<file path="config.mk">
export PLATFORM = sky130hd
export DESIGN_NAME = msg_supply_guard
export DESIGN_NICKNAME = d
export VERILOG_FILES = /design/src/logic/msg_pkg.sv /design/src/logic/msg_pos_if.sv /design/src/logic/msg_dump_thermal.sv /design/src/logic/msg_pos_counter.sv /design/src/logic/msg_supply_guard.sv
export SDC_FILE = /design/constraint.sdc
export NUM_CORES = 1
export LEC_CHECK = 0
export BUFFER_PORTS_ARGS = -buffer_cell sky130_fd_sc_hd__buf_2
export CAP_MARGIN = 25
export CORE_MARGIN = 1.5
export CORE_UTILIZATION = 45
export DETAILED_ROUTE_END_ITERATION = 8
export PLACE_DENSITY_LB_ADDON = 0.15
export SLEW_MARGIN = 20
export SYNTH_ARGS = -nofsm -noshare
export SYNTH_HDL_FRONTEND = slang
export SYNTH_SLANG_ARGS = --single-unit
</file>
<file path="constraint.sdc">
create_clock -name CORE_CLK -period 10.1 [get_ports CORE_CLK]
set_input_delay 1.01 -clock CORE_CLK [delete_from_list [all_inputs] [get_ports CORE_CLK]]
set_output_delay 1.01 -clock CORE_CLK [all_outputs]
set_load 0.03 [all_outputs]
</file>
<file path="src/logic/msg_pkg.sv">
// shared constants and types of the motor supply guard and encoder block
package msg_pkg;
	// register offsets
	localparam logic [7:0]  OFS_FEATURE_OPTION_BITS  = 8'h2C;
	localparam logic [7:0]  OFS_FIXED_DUMP_THRESHOLD = 8'h2F;
	localparam logic [7:0]  OFS_DUMP_TRANSISTOR_TEMP = 8'h60;
	localparam logic [7:0]  OFS_REG_MODE             = 8'h80;
	localparam logic [7:0]  OFS_DRIVE_INPUT          = 8'h81;
	localparam logic [7:0]  OFS_NEW_NET_ADDR         = 8'h82;
	localparam logic [7:0]  OFS_NEW_NET_MASK         = 8'h83;
	localparam logic [7:0]  OFS_STATUS               = 8'h84;
	localparam logic [7:0]  OFS_POSITION             = 8'h85;
	// option bit positions
	localparam int          OPT_AUTO_THR_BIT         = 16;
	localparam int          OPT_HALL_POS_BIT         = 17;
	// reset values
	localparam logic [31:0] RST_FEATURE_OPTION_BITS  = 32'h0000_0000;
	localparam logic [15:0] RST_FIXED_DUMP_THRESHOLD = 16'hFFFF;
	localparam logic [31:0] RST_NET_MASK             = 32'hFFFF_0000;
	// supply limits in millivolts
	localparam logic [15:0] UV_TYPE1_MV              = 16'h2EE0;
	localparam logic [15:0] UV_TYPE2_MV              = 16'h1F40;
	localparam logic [15:0] OV_MV                    = 16'hDAC0;
	localparam logic [15:0] AUTO_OFFSET_MV           = 16'h0BB8;
	// temperatures in 1/16 degC
	localparam logic [15:0] TEMP_LIMIT               = 16'h0AA0;
	localparam logic [15:0] TEMP_AMBIENT             = 16'h0190;
	// open-loop drive input range
	localparam logic signed [17:0] DRIVE_MAX         = 18'sh10000;
	localparam logic signed [17:0] DRIVE_MIN         = -18'sh10000;
	// supervision tick
	localparam int          CLK_PERIOD_NS            = 10;
	localparam int          TICK_PERIOD_NS           = 1000;
	localparam int          TICK_CYC                 = TICK_PERIOD_NS / CLK_PERIOD_NS;
	// average filter weight as a shift
	localparam int          AVG_SHIFT                = 4;

	typedef enum logic [2:0] {
		MODE_OPEN_LOOP       = 3'b000,
		MODE_SPEED           = 3'b001,
		MODE_POSITION        = 3'b010,
		MODE_BRAKE           = 3'b011,
		MODE_BRIDGE_RELEASED = 3'b100
	} msg_mode_t;
endpackage

</file>
<file path="src/logic/msg_pos_if.sv">
// position feedback carrier between the supervisor and the pulse counter
`timescale 1ns/100ps
`default_nettype none
interface msg_pos_if;
	logic [31:0] count;
	logic        enc_seen;
	logic        hall_seen;
	logic        hall_sel;
	modport src (output count, output enc_seen, output hall_seen, input hall_sel);
	modport snk (input count, input enc_seen, input hall_seen, output hall_sel);
endinterface
`default_nettype wire

</file>
<file path="src/logic/msg_dump_thermal.sv">
// estimated dump transistor temperature, heated while dumping
`timescale 1ns/100ps
`default_nettype none
module msg_dump_thermal #(
	parameter logic [15:0] HEAT_STEP = 16'h0004,
	parameter logic [15:0] COOL_STEP = 16'h0001
) (
	input  wire logic  clk,
	input  wire logic  rst,
	input  wire logic  tick,
	input  wire logic  dumping,
	output logic [15:0] temp,
	output logic       over_limit
);
	logic [15:0] temp_q;
	wire  [16:0] hot = {1'b0, temp_q} + {1'b0, HEAT_STEP};
	// cooling stops at ambient, heating saturates
	wire  [15:0] heated = hot[16] ? 16'hFFFF : hot[15:0];
	wire  [15:0] cooled = (temp_q > msg_pkg::TEMP_AMBIENT + COOL_STEP) ?
		temp_q - COOL_STEP : msg_pkg::TEMP_AMBIENT;

	always_ff @(posedge clk or posedge rst) begin
		if (rst) begin
			temp_q <= msg_pkg::TEMP_AMBIENT;
		end else if (tick) begin
			temp_q <= dumping ? heated : cooled;
		end
	end

	assign temp       = temp_q;
	assign over_limit = temp_q > msg_pkg::TEMP_LIMIT;
endmodule
`default_nettype wire

</file>
<file path="src/logic/msg_pos_counter.sv">
// quadrature and hall-sensor position counter with sensor presence flags
`timescale 1ns/100ps
`default_nettype none
module msg_pos_counter (
	input  wire logic  clk,
	input  wire logic  rst,
	input  wire logic  enc_a,
	input  wire logic  enc_b,
	input  wire logic  [2:0] hall,
	msg_pos_if.src     pif
);
	logic        a_q;
	logic        b_q;
	logic [2:0]  hidx_q;
	logic [31:0] count_q;
	logic        enc_seen_q;
	logic        hall_seen_q;
	logic        enc_primed_q;

	// hall code to step index, 7 marks an illegal code
	function automatic logic [2:0] hall_index(input logic [2:0] h);
		case (h)
			3'b001:  hall_index = 3'h0;
			3'b011:  hall_index = 3'h1;
			3'b010:  hall_index = 3'h2;
			3'b110:  hall_index = 3'h3;
			3'b100:  hall_index = 3'h4;
			3'b101:  hall_index = 3'h5;
			default: hall_index = 3'h7;
		endcase
	endfunction

	wire         a_edge   = enc_a ^ a_q;
	wire         b_edge   = enc_b ^ b_q;
	// both lines moving at once carries no direction: skipped
	// lines already high at reset release are not taken for a step
	wire         enc_step = (a_edge ^ b_edge) && enc_primed_q;
	wire         enc_up   = a_q ^ enc_b;
	wire [2:0]   hidx     = hall_index(hall);
	wire         hall_ok  = hidx != 3'h7;
	wire [2:0]   hidx_up  = (hidx_q == 3'h5) ? 3'h0 : hidx_q + 3'h1;
	wire [2:0]   hidx_dn  = (hidx_q == 3'h0) ? 3'h5 : hidx_q - 3'h1;
	// first valid code after reset only sets the start index
	wire         hall_prev = hidx_q != 3'h7;
	wire         hall_up  = hall_ok && hall_prev && hidx == hidx_up;
	wire         hall_dn  = hall_ok && hall_prev && hidx == hidx_dn;
	wire         up       = pif.hall_sel ? hall_up : (enc_step && enc_up);
	wire         dn       = pif.hall_sel ? hall_dn : (enc_step && !enc_up);

	always_ff @(posedge clk or posedge rst) begin
		if (rst) begin
			a_q         <= 1'b0;
			b_q         <= 1'b0;
			hidx_q      <= 3'h7;
			count_q     <= 32'h0000_0000;
			enc_seen_q  <= 1'b0;
			hall_seen_q <= 1'b0;
			enc_primed_q <= 1'b0;
		end else begin
			enc_primed_q <= 1'b1;
			a_q         <= enc_a;
			b_q         <= enc_b;
			hidx_q      <= hall_ok ? hidx : hidx_q;
			count_q     <= up ? count_q + 32'h1 : (dn ? count_q - 32'h1 : count_q);
			enc_seen_q  <= enc_seen_q | enc_step;
			hall_seen_q <= hall_seen_q | (hall_ok && hall_prev && hidx != hidx_q);
		end
	end

	assign pif.count     = count_q;
	assign pif.enc_seen  = enc_seen_q;
	assign pif.hall_seen = hall_seen_q;
endmodule
`default_nettype wire

</file>
<file path="src/logic/msg_supply_guard.sv">
// supply guard, braking energy dump, drive mode and network address logic
`timescale 1ns/100ps
`default_nettype none
module msg_supply_guard #(
	parameter logic [31:0] FACTORY_NET_ADDR = 32'hC0A8_0001, // arbitrary value
	parameter logic [15:0] HEAT_STEP        = 16'h0004,
	parameter logic [15:0] COOL_STEP        = 16'h0001
) (
	input  wire logic        CORE_CLK,
	input  wire logic        SYS_RST,
	input  wire logic        HW_TYPE2,
	input  wire logic [15:0] SUPPLY_MV,
	input  wire logic        ENC_A,
	input  wire logic        ENC_B,
	input  wire logic [2:0]  HALL,
	input  wire logic        TCP_OPEN,
	input  wire logic        RECOVERY_BTN,
	input  wire logic        REG_WR,
	input  wire logic        REG_RD,
	input  wire logic [7:0]  REG_ADDR,
	input  wire logic [31:0] REG_WDATA,
	output logic [31:0]      REG_RDATA,
	output logic             REG_ACK,
	output logic [2:0]       DRIVE_MODE,
	output logic [17:0]      DRIVE_CMD,
	output logic             DUMP_ON,
	output logic             CLOSED_LOOP_OK,
	output logic             MOTOR_BRUSHLESS,
	output logic [31:0]      NET_ADDR,
	output logic [31:0]      NET_MASK,
	output logic             NV_SAVE
);
	msg_pos_if pif ();

	// strap and tick
	logic        strap_done_q;
	logic        type2_q;
	logic [7:0]  tick_cnt_q;
	logic        tick_q;

	// registers
	logic [31:0] feature_option_bits_q;
	logic [15:0] fixed_thr_q;
	logic [2:0]  mode_q;
	logic signed [17:0] drive_in_q;
	logic [17:0] drive_cmd_q;
	logic [31:0] new_addr_q;
	logic [31:0] new_mask_q;
	logic        addr_pend_q;
	logic [31:0] net_addr_q;
	logic [31:0] net_mask_q;
	logic        nv_save_q;
	logic        btn_q;
	logic [31:0] rdata_q;
	logic        ack_q;

	// supply average
	logic [19:0] avg_acc_q;
	logic        avg_seeded_q;
	logic        dump_q;

	// temperature
	logic [15:0] temp;
	logic        over_temp;

	// write strobes
	wire wr_opt   = REG_WR && REG_ADDR == msg_pkg::OFS_FEATURE_OPTION_BITS;
	wire wr_thr   = REG_WR && REG_ADDR == msg_pkg::OFS_FIXED_DUMP_THRESHOLD;
	wire wr_mode  = REG_WR && REG_ADDR == msg_pkg::OFS_REG_MODE;
	wire wr_drive = REG_WR && REG_ADDR == msg_pkg::OFS_DRIVE_INPUT;
	wire wr_addr  = REG_WR && REG_ADDR == msg_pkg::OFS_NEW_NET_ADDR;
	wire wr_mask  = REG_WR && REG_ADDR == msg_pkg::OFS_NEW_NET_MASK;

	// supply supervision
	wire [15:0] uv_limit = type2_q ? msg_pkg::UV_TYPE2_MV : msg_pkg::UV_TYPE1_MV;
	wire        ov_now   = SUPPLY_MV > msg_pkg::OV_MV;
	wire        uv_now   = SUPPLY_MV < uv_limit;
	wire        fault    = ov_now || uv_now;

	// motor detection: valid hall activity means brushless
	wire brushless  = pif.hall_seen;
	wire loop_ok    = pif.enc_seen || (brushless && pif.hall_sel);
	assign pif.hall_sel = feature_option_bits_q[msg_pkg::OPT_HALL_POS_BIT] && brushless;

	// requested mode after the feedback check
	wire [2:0] req_mode = REG_WDATA[2:0];
	wire       req_loop = req_mode == msg_pkg::MODE_SPEED ||
		req_mode == msg_pkg::MODE_POSITION;
	logic [2:0] mode_d;
	always_comb begin
		mode_d = mode_q;
		if (ov_now) begin
			mode_d = msg_pkg::MODE_BRIDGE_RELEASED;
		end else if (uv_now) begin
			mode_d = msg_pkg::MODE_BRAKE;
		end else if (wr_mode) begin
			// forced mode is left only by this write, after the fault is gone
			case (req_mode)
				msg_pkg::MODE_OPEN_LOOP,
				msg_pkg::MODE_BRAKE,
				msg_pkg::MODE_BRIDGE_RELEASED: begin
					mode_d = req_mode;
				end
				msg_pkg::MODE_SPEED,
				msg_pkg::MODE_POSITION: begin
					mode_d = loop_ok ? req_mode : msg_pkg::MODE_OPEN_LOOP;
				end
				default: begin
					mode_d = mode_q;
				end
			endcase
		end
	end

	// open-loop input clamp
	wire signed [31:0] win      = $signed(REG_WDATA);
	wire signed [17:0] drive_cl = (win > 32'sd65536) ? msg_pkg::DRIVE_MAX :
		(win < -32'sd65536) ? msg_pkg::DRIVE_MIN : win[17:0];
	wire        open_loop = mode_q == msg_pkg::MODE_OPEN_LOOP;
	wire [17:0] drive_d   = open_loop ? drive_in_q : 18'h00000;

	// dump threshold
	wire [15:0] avg_mv    = avg_acc_q[19:msg_pkg::AVG_SHIFT];
	wire [16:0] auto_thr  = {1'b0, avg_mv} + {1'b0, msg_pkg::AUTO_OFFSET_MV};
	wire        auto_mode = feature_option_bits_q[msg_pkg::OPT_AUTO_THR_BIT];
	wire [16:0] act_thr   = auto_mode ? auto_thr : {1'b0, fixed_thr_q};
	// a fast rise outruns the slow average and crosses the threshold
	wire        dump_req  = {1'b0, SUPPLY_MV} > act_thr;
	wire [19:0] avg_step  = avg_acc_q + {4'h0, SUPPLY_MV} - {4'h0, avg_mv};

	// network address
	wire        btn_press  = RECOVERY_BTN && !btn_q;
	// a staged word written in this cycle is applied one cycle later
	wire        addr_apply = addr_pend_q && !TCP_OPEN && !btn_press && !wr_addr && !wr_mask;

	// read mux
	logic [31:0] rd_d;
	always_comb begin
		case (REG_ADDR)
			msg_pkg::OFS_FEATURE_OPTION_BITS:  rd_d = feature_option_bits_q;
			msg_pkg::OFS_FIXED_DUMP_THRESHOLD: rd_d = {16'h0000, fixed_thr_q};
			msg_pkg::OFS_DUMP_TRANSISTOR_TEMP: rd_d = {16'h0000, temp};
			msg_pkg::OFS_REG_MODE:             rd_d = {29'h0, mode_q};
			msg_pkg::OFS_DRIVE_INPUT:          rd_d = {{14{drive_in_q[17]}}, drive_in_q};
			msg_pkg::OFS_NEW_NET_ADDR:         rd_d = new_addr_q;
			msg_pkg::OFS_NEW_NET_MASK:         rd_d = new_mask_q;
			msg_pkg::OFS_STATUS:               rd_d = {24'h0, addr_pend_q, over_temp,
				dump_q, loop_ok, brushless, pif.enc_seen, ov_now, uv_now};
			msg_pkg::OFS_POSITION:             rd_d = pif.count;
			default:                           rd_d = 32'h0000_0000;
		endcase
	end

	msg_pos_counter u_pos (
		.clk    (CORE_CLK),
		.rst    (SYS_RST),
		.enc_a  (ENC_A),
		.enc_b  (ENC_B),
		.hall   (HALL),
		.pif    (pif)
	);

	msg_dump_thermal #(
		.HEAT_STEP (HEAT_STEP),
		.COOL_STEP (COOL_STEP)
	) u_therm (
		.clk        (CORE_CLK),
		.rst        (SYS_RST),
		.tick       (tick_q),
		.dumping    (dump_q),
		.temp       (temp),
		.over_limit (over_temp)
	);

	// hardware type strap, caught once after reset release
	always_ff @(posedge CORE_CLK or posedge SYS_RST) begin
		if (SYS_RST) begin
			strap_done_q <= 1'b0;
			type2_q      <= 1'b0;
		end else if (!strap_done_q) begin
			strap_done_q <= 1'b1;
			type2_q      <= HW_TYPE2;
		end
	end

	always_ff @(posedge CORE_CLK or posedge SYS_RST) begin
		if (SYS_RST) begin
			tick_cnt_q <= 8'h00;
			tick_q     <= 1'b0;
		end else begin
			tick_q     <= tick_cnt_q == 8'(msg_pkg::TICK_CYC - 1);
			tick_cnt_q <= (tick_cnt_q == 8'(msg_pkg::TICK_CYC - 1)) ? 8'h00 : tick_cnt_q + 8'h01;
		end
	end

	// control registers
	always_ff @(posedge CORE_CLK or posedge SYS_RST) begin
		if (SYS_RST) begin
			feature_option_bits_q   <= msg_pkg::RST_FEATURE_OPTION_BITS;
			fixed_thr_q <= msg_pkg::RST_FIXED_DUMP_THRESHOLD;
			mode_q      <= msg_pkg::MODE_BRAKE;
			drive_in_q  <= 18'sh00000;
			drive_cmd_q <= 18'h00000;
		end else begin
			if (wr_opt)
				feature_option_bits_q <= REG_WDATA;
			if (wr_thr)
				fixed_thr_q <= REG_WDATA[15:0];
			if (wr_drive)
				drive_in_q <= drive_cl;
			mode_q      <= mode_d;
			drive_cmd_q <= drive_d;
		end
	end

	// supply average and dump output
	always_ff @(posedge CORE_CLK or posedge SYS_RST) begin
		if (SYS_RST) begin
			avg_acc_q    <= 20'h00000;
			avg_seeded_q <= 1'b0;
			dump_q       <= 1'b0;
		end else begin
			if (tick_q) begin
				// seeding avoids a dump burst while the average climbs from zero
				avg_acc_q    <= avg_seeded_q ? avg_step : {SUPPLY_MV, 4'h0};
				avg_seeded_q <= 1'b1;
			end
			dump_q <= dump_req && !over_temp && (avg_seeded_q || !auto_mode);
		end
	end

	// network address handling
	always_ff @(posedge CORE_CLK or posedge SYS_RST) begin
		if (SYS_RST) begin
			new_addr_q  <= FACTORY_NET_ADDR;
			new_mask_q  <= msg_pkg::RST_NET_MASK;
			addr_pend_q <= 1'b0;
			net_addr_q  <= FACTORY_NET_ADDR;
			net_mask_q  <= msg_pkg::RST_NET_MASK;
			nv_save_q   <= 1'b0;
			btn_q       <= 1'b0;
		end else begin
			btn_q     <= RECOVERY_BTN;
			nv_save_q <= addr_apply;
			if (wr_mask)
				new_mask_q <= REG_WDATA;
			// a write in the press cycle stays pending: the set wins
			addr_pend_q <= wr_addr || (addr_pend_q && !addr_apply && !btn_press);
			if (wr_addr)
				new_addr_q <= REG_WDATA;
			if (btn_press) begin
				net_addr_q <= FACTORY_NET_ADDR;
			end else if (addr_apply) begin
				net_addr_q <= new_addr_q;
				net_mask_q <= new_mask_q;
			end
		end
	end

	// register port answer
	always_ff @(posedge CORE_CLK or posedge SYS_RST) begin
		if (SYS_RST) begin
			rdata_q <= 32'h0000_0000;
			ack_q   <= 1'b0;
		end else begin
			ack_q   <= REG_WR || REG_RD;
			rdata_q <= REG_RD ? rd_d : rdata_q;
		end
	end

	assign REG_RDATA       = rdata_q;
	assign REG_ACK         = ack_q;
	assign DRIVE_MODE      = mode_q;
	assign DRIVE_CMD       = drive_cmd_q;
	assign DUMP_ON         = dump_q;
	assign CLOSED_LOOP_OK  = loop_ok;
	assign MOTOR_BRUSHLESS = brushless;
	assign NET_ADDR        = net_addr_q;
	assign NET_MASK        = net_mask_q;
	assign NV_SAVE         = nv_save_q;
endmodule
`default_nettype wire

</file>
# Word-level counts from Yosys, hierarchy flattened
# Cells that the tools add are included.
# Widths: inputs -> output; s select.
# word_totals
register_bits	339
in_bits	68
out_inout_bits	122
word_cells	151
# classes
addsub	10
n_lt_le_gt_ge	7
eq_ne	26
n_mux	25
bitwise	7
reduce_logical	48
# op_table
op	n
$pmux 32 s9	1
$mux 32	4
$mux 18	3
$eq 8x8->1 const B	6
$mux 16	3
$add 32x1->32 const B	1
$gt 32x18->1 const B	1
$lt 32x17->1 const B	1
$sub 32x1->32 const B	1
$logic_and 1x1->1	24
$add 20x16->20	1
$mux 20	1
$sub 20x16->20	1
$mux 3	6
$pmux 3 s6	1
$add 16x12->17 const B	1
$add 16x3->17 const B	1
$gt 16x17->1	1
$mux 17	1
$eq 8x6->1 const B	2
$eq 8x7->1 const B	2
$gt 16x12->1 const B	1
$gt 16x16->1 const B	1
$gt 16x9->1 const B	1
27 further kinds	57

# Depth between registers and ports, before layout
# Gate-level depths: netlist of run 1.
# depth
word_depth	10
depth_mapped	19
depth_no_buf	17

# Hierarchy
# From an unflattened synthesis of run 1, not the netlist that was laid out.
# unflattened
hier_cells	2007
area_unflattened_um2	20081.8
# modules_own_cells
mod	n_inst	cells_per_inst	area_each_um2
msg_supply_guard	1	1355	14775.4
msg_pos_counter	1	468	3842.4
msg_dump_thermal	1	184	1463.9

# Least setup slack after synthesis of run 1
# OpenSTA, ideal clock, no wires.
# synth_path
path_type	input -> register
from	in HALL[1]
to	reg u_pos.count_q[28] (netlist: u_pos.pif.count[28])
setup_ns	0.123
arrival_time_ns	4.411
required_ns	9.977
setup_slack_ns	5.567
cell_stages	16
path_cell_list	buf_2 -> nand2b_1 -> o32a_1 -> nand4_1 -> o22ai_1 -> o2bb2ai_2 -> inv_1 -> ha_1 -> a21o_1 -> a2111o_1 -> a21oi_2 -> a211oi_1 -> or3_1 -> a21oi_2 -> xor2_1 -> a21oi_1
# synth_via
elab_chain_len	7
# synth_lines
item	line	source
start: declaration	msg_supply_guard.sv:15	input wire logic [2:0] HALL,
$eq 3x3->1 (tied with other cells)	msg_pos_counter.sv:22	case (h)
$pmux 3 s6 *	msg_pos_counter.sv:22	
$ne 3x3->1	msg_pos_counter.sv:40	wire hall_ok = hidx != 3'h7;
$logic_and 1x1->1	msg_pos_counter.sv:45, msg_pos_counter.sv:46	
$logic_and 1x1->1 (on tied branches)	msg_pos_counter.sv:45, msg_pos_counter.sv:46	
$mux 1 (on tied branches)	msg_pos_counter.sv:47, msg_pos_counter.sv:48	
$mux 32 or $reduce_bool 2->1 (tied branches)	n/a	
end signal: assignment	msg_pos_counter.sv:64	count_q <= up ? count_q + 32'h1 : (dn ? count_q - 32'h1 : count_q);
end: declaration	msg_pos_counter.sv:15	logic [31:0] count_q;
# Every way passes the cells marked *; elsewhere a longest branch is shown, timed or not.
# A chain may end at the register's enable or synchronous reset.

# Worst setup path in the final report of run 1
# layout_path
from	reg u_pos.hidx_q[0]
to	reg u_pos.count_q[28] (netlist: u_pos.pif.count[28])
# layout_via
elab_chain_len	6
# layout_lines
item	line	source
start: declaration	msg_pos_counter.sv:14	logic [2:0] hidx_q;
start signal: assignment	msg_pos_counter.sv:63	hidx_q <= hall_ok ? hidx : hidx_q;
$add 3x1->3 (tied with other cells)	msg_pos_counter.sv:41	wire [2:0] hidx_up = (hidx_q == 3'h5) ? 3'h0 : hidx_q + 3'h1;
$mux 3 (on tied branches)	msg_pos_counter.sv:41, msg_pos_counter.sv:42	
$eq 3x3->1 (on tied branches)	msg_pos_counter.sv:45, msg_pos_counter.sv:46	
$logic_and 1x1->1 (on tied branches)	msg_pos_counter.sv:45, msg_pos_counter.sv:46	
$mux 1 (on tied branches)	msg_pos_counter.sv:47, msg_pos_counter.sv:48	
$mux 32 or $reduce_bool 2->1 (tied branches)	n/a	
# Parallel ways exist; a longest one is shown, timed or not.

==> results of run 1 <==
==> sequential cells by signal, indices dropped and copies added, names as in the netlist, 18 cells and up <==
| signal | flops |
|---|---|
| new_mask_q | 32 |
| u_pos.pif.count | 32 |
| NET_ADDR | 32 |
| avg_acc_q | 20 |
| DRIVE_CMD | 18 |
| drive_in_q | 18 |
| new_addr_q | 32 |
| NET_MASK | 32 |
| REG_RDATA | 32 |
| feature_option_bits_q | 32 |
==> logic make-up after synthesis <==
| group | Yosys count | synth area share [%] |
|---|---|---|
| compound gates | 478 | 16.9 |
| xor+xnor | 73 | 3.35 |
| fa+ha+maj | 98 | 7.09 |
| buf+inv | 237 | 5.31 |
| flops | 339 | 44.9 |
| mux | 181 | 10.8 |
| other cells | 1 | 0.0196 |
| simple gates | 456 | 11.7 |
==> cell type report <==
type / instances / area [um^2]
antenna: 2 / 5.00
clock buffer: 58 / 1110
clock inverter: 12 / 169
fill: 3844 / 20200
inverter: 134 / 507
multi-input combinational: 1287 / 9550
sequential: 339 / 8570
tap: 539 / 674
timing repair buffer: 209 / 1140
==> critical path, stage by stage (launching register included) <==
cell and delay, ns:
sky130_fd_sc_hd__dfstp_2 0.72, sky130_fd_sc_hd__and2_1 0.27, sky130_fd_sc_hd__ha_1 0.30, sky130_fd_sc_hd__nor3_1 0.14, sky130_fd_sc_hd__a21oi_1 0.06, sky130_fd_sc_hd__nand4_1 0.10, sky130_fd_sc_hd__o22ai_1 0.08, sky130_fd_sc_hd__o2bb2ai_2 0.15
sky130_fd_sc_hd__inv_1 0.05, sky130_fd_sc_hd__buf_4 0.33, sky130_fd_sc_hd__ha_1 0.37, sky130_fd_sc_hd__a211o_1 0.30, sky130_fd_sc_hd__a2111oi_0 0.50, sky130_fd_sc_hd__o31ai_1 0.17, sky130_fd_sc_hd__or3_1 0.34, sky130_fd_sc_hd__a21oi_2 0.15
sky130_fd_sc_hd__xor2_1 0.16, sky130_fd_sc_hd__a21oi_1 0.08
==> stage by stage <==
step / std cells / utilization [%] / setup WS, ns / hold WS [ns]
6_report: 2580 / 51.8 / 5.64 / 0.473
4_1_cts: 2576 / 51.7 / 5.66 / 0.478
3_3_place_gp: 2506 / 48.6 / 5.37 / 0.459
2_1_floorplan: 1863 / - / 4.61 / 0.435
3_5_place_dp: 2506 / 48.6 / 5.33 / 0.466
5_1_grt: 2580 / 51.8 / 5.23 / 0.483
==> worst paths after layout <==
kind / end / slack [ns] / cells after the start
hold reg to reg: tick_cnt_q[7]$_DFF_PP0_ / 0.47 / 1
max in group asynchronous: new_addr_q[0]$_DFFE_PP1P_ / 7.47 / 6
setup / recovery: u_pos.pif.count[28]$_DFFE_PP0P_ / 5.64 / 17
hold / removal: tick_cnt_q[7]$_DFF_PP0_ / 0.47 / 1
min in group asynchronous: REG_RDATA[24]$_DFFE_PP0P_ / 0.68 / 3
setup reg to reg: u_pos.pif.count[28]$_DFFE_PP0P_ / 5.64 / 17
==> layer usage <==
metal  vias to the layer above  global-route usage [%]  part of all wire, %  wire, um
met3                        82                    3.59                  5.2      2800
met2                       408                    41.0                   48     26000
met5                         -                       0                    0         0
met1                      7402                    34.3                   44     24000
met4                         0                    7.30                  2.7      1480
li1                       6983                       -                    -         -
==> cells in the mapped netlist (20+ instances only) <==
cell	instances	share of area, %
sky130_fd_sc_hd__inv_1	132	2.6
sky130_fd_sc_hd__mux2_1	34	2.0
sky130_fd_sc_hd__nand2_1	152	3.0
sky130_fd_sc_hd__and3_1	29	0.95
sky130_fd_sc_hd__ha_1	81	5.3
sky130_fd_sc_hd__dfstp_2	68	9.4
sky130_fd_sc_hd__o21ai_0	91	2.4
sky130_fd_sc_hd__nand4_1	20	0.66
sky130_fd_sc_hd__a21o_1	22	0.87
sky130_fd_sc_hd__and2_1	26	0.85
sky130_fd_sc_hd__a22o_1	21	0.96
sky130_fd_sc_hd__clkbuf_1	48	0.94
sky130_fd_sc_hd__dfrtp_1	271	36
sky130_fd_sc_hd__a21oi_1	112	2.9
sky130_fd_sc_hd__a222oi_1	20	1.0
sky130_fd_sc_hd__a22oi_1	21	0.83
sky130_fd_sc_hd__mux2_2	124	7.3
sky130_fd_sc_hd__nor2_1	110	2.2
sky130_fd_sc_hd__nand3_1	29	0.76
sky130_fd_sc_hd__o22ai_1	45	1.5
sky130_fd_sc_hd__buf_2	36	0.94
sky130_fd_sc_hd__xnor2_1	55	2.5
==> power groups by stage <==
stage	Sequential [mW]	Clock (mW)	Combinational (mW)
5_1_grt	1.59	1.52	1.09
2_1_floorplan	1.55	0	0.769
3_3_place_gp	1.61	0	0.947
4_1_cts	1.58	1.47	0.969
6_report	1.58	1.43	0.974
3_5_place_dp	1.61	0	0.962
==> placed cells by master (no fill, tap or decap), types with 9 or more instances in the layout <==
master,Yosys,routed
sky130_fd_sc_hd__clkbuf_1,48,13
sky130_fd_sc_hd__and3_1,29,29
sky130_fd_sc_hd__nand2_1,152,152
sky130_fd_sc_hd__inv_1,132,131
sky130_fd_sc_hd__xor2_1,18,18
sky130_fd_sc_hd__a22o_1,21,21
sky130_fd_sc_hd__nand3_1,29,29
sky130_fd_sc_hd__o21ai_1,12,12
sky130_fd_sc_hd__o211ai_1,11,11
sky130_fd_sc_hd__clkbuf_16,0,39
sky130_fd_sc_hd__buf_4,4,17
sky130_fd_sc_hd__o21a_1,17,17
sky130_fd_sc_hd__and2_1,26,26
sky130_fd_sc_hd__mux2_1,34,34
sky130_fd_sc_hd__nor4_1,11,11
sky130_fd_sc_hd__nor2b_1,9,9
sky130_fd_sc_hd__a21oi_1,112,112
sky130_fd_sc_hd__dfstp_2,68,68
sky130_fd_sc_hd__ha_1,81,81
sky130_fd_sc_hd__buf_2,36,189
sky130_fd_sc_hd__o21ai_0,91,91
sky130_fd_sc_hd__o21bai_1,9,9
sky130_fd_sc_hd__mux2i_1,16,16
sky130_fd_sc_hd__xnor2_1,55,55
sky130_fd_sc_hd__mux2_2,124,124
sky130_fd_sc_hd__nor2_1,110,110
sky130_fd_sc_hd__dfrtp_1,271,270
sky130_fd_sc_hd__fa_1,17,17
sky130_fd_sc_hd__a22oi_1,21,21
sky130_fd_sc_hd__a21o_1,22,22
sky130_fd_sc_hd__nand2b_1,15,14
sky130_fd_sc_hd__nand4_1,20,20
sky130_fd_sc_hd__a221oi_1,14,14
sky130_fd_sc_hd__nor3_1,13,13
sky130_fd_sc_hd__a222oi_1,20,20
sky130_fd_sc_hd__o22ai_1,45,45
==> results.toml, run 1 <==
[timing]
total_neg_setup_slack_ns = 0
fin_crit_sh_pct = 44.2
timing_worst_slew_pin_value_ns = 0.942
worst_slew_margin_rel_pct = 36.8
min_period_ns = 4.46
setup_violating_endpoint_count_in_the_final_report = 0
fin_skew_ns = 0.0162
hold_viol_final = 0
fmaxAchievable_mhz = 224
grt_setup_unrepaired = "no"
final-max-slew-violation-count = 0

[synth]
synthCells = 1863
synth.ff_latch_count = 339
syn_avg_cell_area_um2 = 10.2
ys_seq_area_share_pct = 44.9
proportion_of_register_bits_with_asynchronous_set_or_reset_after_synthesis_pct = 100
ys.warnings.count = 0
synth_cell_type_count = 92
synth_area_mm2 = 0.0191
mappedNetlistNets = 2029
synth_top_flop_cell = "sky130_fd_sc_hd__dfrtp_1"
synth-edff-count = 0

[clock_tree]
cts.repair_timing.setup_buffer_count = 0
clockBufferDepth = 3
post_cts_resize_count = 0
cts_tree = "yes"
cts_htree_levels = 2
worstSkewPairLatency_ns = 0.57
cts_root_buf = "sky130_fd_sc_hd__clkbuf_16"
hold_buffers = 0
cts_buffers = 39
cts_num_sinks = 339
path_clk_slew_ns = 0.05

[route]
first_iter_violations = 1045
drtPass1Iterations = 9
num_vias = 14875
wl_um = 54300
remaining_drc_errors = 0
vias_per_cell = 5.77
wl_per_cell_um = 21.1
ant_nets = 0

[grt]
grt_first_pass_wirelength_um = 85400
vias_in_the_first_global_route = 14710
grt_start_max_net_pins = 152
gr_usage_total_pct = 24.9
antenna_found_initial = 3
grt.overflow.total = 0

[placed_design]
place.detailed.hpwl_um = 39100
port_buffers = 189
finalWeightedCongestion = 0.905
dpl_cell_area_mm2 = 0.0204

[power_and_ir_drop]
p_sw_share_pct = 31.6
sequential_cell_fraction_of_total_power_pct = 39.7
p_total_mw = 3.99
leakage_nw = 10.0
internal_power_mw = 2.73
power.density_cell_area_mw_per_mm2 = 184
power.ir.vdd_worst_v = 0.000130
power.share.combinational_pct = 24.4
clock_power_share_pct = 35.9
total_switching_power_mw = 1.26

[layout]
nets = 2176
area_delta_synth_final_pct = 13.8
layout-drive-gt1-share_pct = 24.9
fin_area_mm2 = 0.0217

[floorplanning]
floorplan.die.width_um = 209
die-area_mm2 = 0.0437
core_mm2 = 0.0419
die_height_um = 209
top_level_ports = 190
row_count = 75
starting_utilization_of_the_core_area_pct = 45.5

[worst_hold_path]
min-delay-start = "tick_cnt_q[7]$_DFF_PP0_"
hold_class = "reg2reg"

[flow_run]
max-cap-violations = 0

[worst_setup_path]
crit_start = "u_pos.hidx_q[0]$_DFFE_PP1P_"
cp.arrival_ns = 4.87
crit_path_max_fanout = 32
worst-setup-path-type = "reg2reg"
worstPathRequired_ns = 10.51
worst_r2r_startpoint = "u_pos.hidx_q[0]$_DFFE_PP1P_"
critical_path_source_type = "register"
crit_path_end_kind = "register"

[run_status]
run_status = "complete, no violations"
Note: power is estimated with default switching activity, not from simulation.
==> run 2: changes to the inputs <==
==> constraint.sdc (replaced) <==
create_clock -name CORE_CLK -period 4.4 [get_ports CORE_CLK]
set_input_delay 0.44 -clock CORE_CLK [delete_from_list [all_inputs] [get_ports CORE_CLK]]
set_output_delay 0.44 -clock CORE_CLK [all_outputs]
set_load 0.03 [all_outputs]
==> results.toml, run 2 (synthesis gave the netlist of run 1 again) <==
[timing]
hold_viol_final = 0
final-max-slew-violation-count = 0
fin_crit_sh_pct = 93.6
fin_skew_ns = 0.0204
worst_slew_margin_rel_pct = 37.2
min_period_ns = 4.12
setup_violating_endpoint_count_in_the_final_report = 0
fmaxAchievable_mhz = 243
timing_worst_slew_pin_value_ns = 0.943
finalHoldWorstSlack_ns = 0.0297

[grt]
vias_in_the_first_global_route = 14900
grt.overflow.total = 0
grt_start_max_net_pins = 103
gr_usage_total_pct = 25.5
antenna_found_initial = 2
grt_first_pass_wirelength_um = 86400

[route]
ant_nets = 0
vias_per_cell = 5.80
num_vias = 15092
drtPass1Iterations = 6
wl_um = 55400
remaining_drc_errors = 0
wl_per_cell_um = 21.3
first_iter_violations = 1127

[clock_tree]
cts_num_sinks = 339
cts_tree = "yes"
path_clk_slew_ns = 0.06
clockBufferDepth = 3
cts_htree_levels = 2
cts_root_buf = "sky130_fd_sc_hd__clkbuf_16"
cts_buffers = 39
worstSkewPairLatency_ns = 0.56

[worst_setup_path]
rrSetupSlack_ns = 0.28
worst-path-buf-inv = 3
crit_start = "u_pos.hidx_q[1]$_DFFE_PP1P_"
worst-setup-path-type = "reg2reg"
worstPathRequired_ns = 4.78
critical_path_source_type = "register"
critical-path-top-delay-family = "compound AO/OA/AOI/OAI gates"
worst_r2r_startpoint = "u_pos.hidx_q[1]$_DFFE_PP1P_"
crit_path_max_fanout = 12
timing.critical_path.cells = "and2_1 -> ha_1 -> a21oi_1 -> nand4_1 -> o22ai_2 -> o2bb2ai_2 -> clkinvlp_4 -> buf_4 -> buf_12 -> fa_1 -> a211oi_2 -> o21ai_1 -> nand4_1 -> a211oi_1 -> or3_1 -> a21oi_2 -> xor2_1 -> a21oi_1"
cp.arrival_ns = 4.51
max_stage_delay_cell_worst_path = "sky130_fd_sc_hd__dfstp_2"
crit_path_end_kind = "register"
cpPeakStageDelay_ns = 0.57

[floorplanning]
top_level_ports = 190
row_count = 75
floorplan.die.width_um = 209
die_height_um = 209
die-area_mm2 = 0.0437
starting_utilization_of_the_core_area_pct = 45.5
core_mm2 = 0.0419

[power_and_ir_drop]
leakage_nw = 10.1
p_total_mw = 9.29
power.density_cell_area_mw_per_mm2 = 423
power.ir.vdd_worst_v = 0.000336

[worst_hold_path]
hold_class = "in2reg"
min-delay-start = "ENC_B"

[placed_design]
place.detailed.hpwl_um = 40500
port_buffers = 189
dpl_cell_area_mm2 = 0.0205
finalWeightedCongestion = 0.894

[layout]
fin_area_mm2 = 0.0220
layout_commonest_cell = "sky130_fd_sc_hd__dfrtp_1"
layout-drive-gt1-share_pct = 26.4
nets = 2197
area_delta_synth_final_pct = 15.1
mostFrequentLayoutCells = "270 x sky130_fd_sc_hd__dfrtp_1, 189 x sky130_fd_sc_hd__buf_2, 152 x sky130_fd_sc_hd__nand2_1"

[run_status]
run_status = "complete, no violations"

[flow_run]
max-cap-violations = 0
run 2: routing by layer:
| metal | up-vias | track usage, % | part of all wire [%] |
|---|---|---|---|
| met5 | - | 0 | 0 |
| met1 | 7513 | 34.5 | 43 |
| li1 | 7037 | - | - |
| met3 | 102 | 4.07 | 5.8 |
| met2 | 440 | 41.2 | 48 |
| met4 | 0 | 9.42 | 3.4 |
run 2: worst paths after layout:
check                                                   to  depth (start not counted)
max                        u_pos.pif.count[28]$_DFFE_PP0P_                         18
min                                    u_pos.b_q$_DFF_PP0_                          1
max reg2reg                u_pos.pif.count[28]$_DFFE_PP0P_                         18
min reg2reg                        tick_cnt_q[7]$_DFF_PP0_                          1
max in group asynchronous        DRIVE_MODE[0]$_DFFE_PP1P_                          3
min in group asynchronous          tick_cnt_q[4]$_DFF_PP0_                          2
run 2: stage by stage:
| step | setup WS [ns] | TNS (ns) | std cells | utilization [%] |
|---|---|---|---|---|
| floorplan | -0.517 | -140.12 | 1863 | - |
| global placement | 0.161 | 0 | 2520 | 48.9 |
| detailed placement | 0.0192 | 0 | 2520 | 48.9 |
| CTS | 0.0165 | 0 | 2593 | 52.1 |
| global route | -0.00894 | -0.0117 | 2601 | 52.4 |
| finish | 0.279 | 0 | 2601 | 52.4 |
run 2: area by class of cell:
cell class	count	area, um^2
sequential	339	8570
clock buffer	54	1110
inverter	134	510
antenna	1	2.50
multi-input combinational	1287	9620
tap	539	674
clock inverter	17	180
timing repair buffer	230	1300
fill	3825	20000
run 2: where the power goes:
| group | internal (mW) | switching, mW | total, mW |
|---|---|---|---|
| Sequential | 3.36 | 0.269 | 3.62 |
| Combinational | 1.02 | 1.37 | 2.39 |
| Clock | 1.90 | 1.37 | 3.27 |
run 2: what timing repair did:
action                                  4_1_cts  5_1_grt
endpoints found under the setup margin        0       13
hold buffers                                  2        0
resized for setup                             0       17
setup buffers                                 0        6
endpoints found under the hold margin         2        0
==> run 3: changes to the inputs <==
--- a/config.mk
+++ b/config.mk
@@ -8,7 +8,7 @@
 export BUFFER_PORTS_ARGS = -buffer_cell sky130_fd_sc_hd__buf_2
 export CAP_MARGIN = 25
 export CORE_MARGIN = 1.5
-export CORE_UTILIZATION = 45
+export CORE_UTILIZATION = 40
 export DETAILED_ROUTE_END_ITERATION = 8
 export PLACE_DENSITY_LB_ADDON = 0.15
 export SLEW_MARGIN = 20
==> results.toml, run 3 (synthesis gave the netlist of run 1 again) <==
[worst_setup_path]
cpPeakStageDelay_ns = 0.53
crit_path_end_kind = "register"
critical_path_source_type = "register"
cp.arrival_ns = 4.59
crit_path_max_fanout = 8
worst-setup-path-type = "reg2reg"
critical-path-top-delay-family = "compound AO/OA/AOI/OAI gates"
max_stage_delay_cell_worst_path = "sky130_fd_sc_hd__a2111oi_0"
worstPathRequired_ns = 4.80
timing.critical_path.cells = "and2_1 -> ha_1 -> o21bai_1 -> nand4_1 -> o22ai_2 -> o2bb2ai_2 -> clkinvlp_4 -> buf_4 -> ha_1 -> inv_2 -> o21bai_1 -> a2111oi_0 -> o31ai_1 -> or3_1 -> a21oi_2 -> xor2_1 -> a21oi_1"
worst-path-buf-inv = 3

[timing]
fin_skew_ns = 0.0336
final-max-slew-violation-count = 0
fmaxAchievable_mhz = 238
min_period_ns = 4.19
fin_crit_sh_pct = 95.3
worst_slew_margin_rel_pct = 32.3
finalHoldWorstSlack_ns = 0.0293
timing_worst_slew_pin_value_ns = 1.02
hold_viol_final = 0
setup_violating_endpoint_count_in_the_final_report = 0

[route]
first_iter_violations = 1078
wl_per_cell_um = 21.0
drtPass1Iterations = 5
wl_um = 56100
vias_per_cell = 5.60
num_vias = 14939
ant_nets = 0
remaining_drc_errors = 0

[grt]
grt_first_pass_wirelength_um = 88200
vias_in_the_first_global_route = 15097
gr_usage_total_pct = 22.9
antenna_found_initial = 0
grt.overflow.total = 0
grt_start_max_net_pins = 153

[placed_design]
finalWeightedCongestion = 0.907
dp_cells = 2586
port_buffers = 189
place.detailed.hpwl_um = 41200

[flow_run]
max-cap-violations = 0

[layout]
fillCellCount = 4459
multi_input_area_mm2 = 0.00959
layout_commonest_cell = "sky130_fd_sc_hd__dfrtp_1"
layout-drive-gt1-share_pct = 25.9
nets = 2196
register_area_mm2 = 0.00857
area_delta_synth_final_pct = 15.2
finalNonFillerCells = 2669
mostFrequentLayoutCells = "270 x sky130_fd_sc_hd__dfrtp_1, 189 x sky130_fd_sc_hd__buf_2, 152 x sky130_fd_sc_hd__nand2_1"
diodes = 0

[floorplanning]
die_height_um = 221
row_count = 79
floorplan.die.width_um = 221
core_mm2 = 0.0469
top_level_ports = 190
die-area_mm2 = 0.0490
starting_utilization_of_the_core_area_pct = 40.7

[clock_tree]
cts_num_sinks = 339
cts_root_buf = "sky130_fd_sc_hd__clkbuf_16"
cts_buffers = 40
cts_htree_levels = 2
worstSkewPairLatency_ns = 0.57
clockBufferDepth = 3
cts_tree = "yes"
path_clk_slew_ns = 0.06

[power_and_ir_drop]
leakage_nw = 10.1
power.density_cell_area_mw_per_mm2 = 420
power.ir.vdd_worst_v = 0.000271

[worst_hold_path]
hold_class = "in2reg"

[run_status]
run_status = "complete, no violations"
==> run 3: changes by cell type in the layout (fill, tap and decap cells not counted), moves of 2 or more <==
cell,before,now
sky130_fd_sc_hd__o21ai_0,89,91
sky130_fd_sc_hd__buf_4,35,33
sky130_fd_sc_hd__o21ai_1,13,11
sky130_fd_sc_hd__a211oi_2,2,5
sky130_fd_sc_hd__clkbuf_8,8,5
sky130_fd_sc_hd__clkinvlp_4,7,4
sky130_fd_sc_hd__a211oi_4,2,0
sky130_fd_sc_hd__clkbuf_1,7,16
sky130_fd_sc_hd__clkbuf_16,39,42
==> run 3: routing by layer <==
metal / global-route usage (%) / share of wire, % / wire length (um)
met5: 0 / 0 / 0
met2: 37.9 / 48 / 26800
met3: 2.89 / 4.5 / 2510
met4: 7.78 / 3.1 / 1720
met1: 31.0 / 45 / 25100
==> run 3: what timing repair did <==
item	in CTS	in global routing
setup endpoints to repair	0	11
hold buffers	2	0
gates resized for setup	0	8
buffers inserted	0	5
endpoints found under the hold margin	8	0
==> run 3: metrics by stage <==
stage	area, um^2	setup WS, ns	utilization [%]	setup TNS (ns)	power, mW
finish	22000	0.207	47.0	0	9.24
global route	22000	-0.0130	47.0	-0.0130	9.75
detailed placement	20600	0.116	43.9	0	5.96
CTS	21900	0.0740	46.7	0	9.29
floorplan	19100	-0.517	-	-140.12	5.33
global placement	20600	0.144	43.9	0	5.94
==> run 3: layout make-up <==
| cell class | count | share of cell area [%] |
|---|---|---|
| Multi-Input combinational cell | 1287 | 43.6 |
| Sequential cell | 339 | 39.0 |
| Timing Repair Buffer | 228 | 5.89 |
| Clock buffer | 63 | 5.36 |
| Tap cell | 607 | 3.45 |
| Inverter | 134 | 2.32 |
| Clock inverter | 11 | 0.455 |
==> run 3: worst reg2reg max path, stage by stage (launching register included) <==
cell                         delay (ns)
sky130_fd_sc_hd__dfstp_2           0.52
sky130_fd_sc_hd__and2_1            0.15
sky130_fd_sc_hd__ha_1              0.27
sky130_fd_sc_hd__o21bai_1          0.17
sky130_fd_sc_hd__nand4_1           0.12
sky130_fd_sc_hd__o22ai_2           0.13
sky130_fd_sc_hd__o2bb2ai_2         0.18
sky130_fd_sc_hd__clkinvlp_4        0.26
sky130_fd_sc_hd__buf_4             0.20
sky130_fd_sc_hd__ha_1              0.36
sky130_fd_sc_hd__inv_2             0.12
sky130_fd_sc_hd__o21bai_1          0.11
sky130_fd_sc_hd__a2111oi_0         0.53
sky130_fd_sc_hd__o31ai_1           0.19
sky130_fd_sc_hd__or3_1             0.35
sky130_fd_sc_hd__a21oi_2           0.16
sky130_fd_sc_hd__xor2_1            0.15
sky130_fd_sc_hd__a21oi_1           0.08
==> run 3: final timing paths <==
kind	startpoint	end	slack [ns]	cells past startpoint
worst max-delay path	u_pos.hidx_q[0]$_DFFE_PP1P_	u_pos.pif.count[28]$_DFFE_PP0P_	0.21	17
worst min-delay path	ENC_A	u_pos.a_q$_DFF_PP0_	0.03	1
worst max register to register	u_pos.hidx_q[0]$_DFFE_PP1P_	u_pos.pif.count[28]$_DFFE_PP0P_	0.21	17
worst min register to register	tick_cnt_q[7]$_DFF_PP0_	tick_cnt_q[7]$_DFF_PP0_	0.47	1
max in group asynchronous	SYS_RST	NET_MASK[6]$_DFFE_PP0P_	2.90	4
min in group asynchronous	SYS_RST	u_pos.b_q$_DFF_PP0_	0.41	3
==> run 3: where the power goes <==
part	internal, mW	switching [mW]
combinational	0.998	1.31
clock	1.91	1.37
sequential	3.36	0.295
total	6.26	2.98
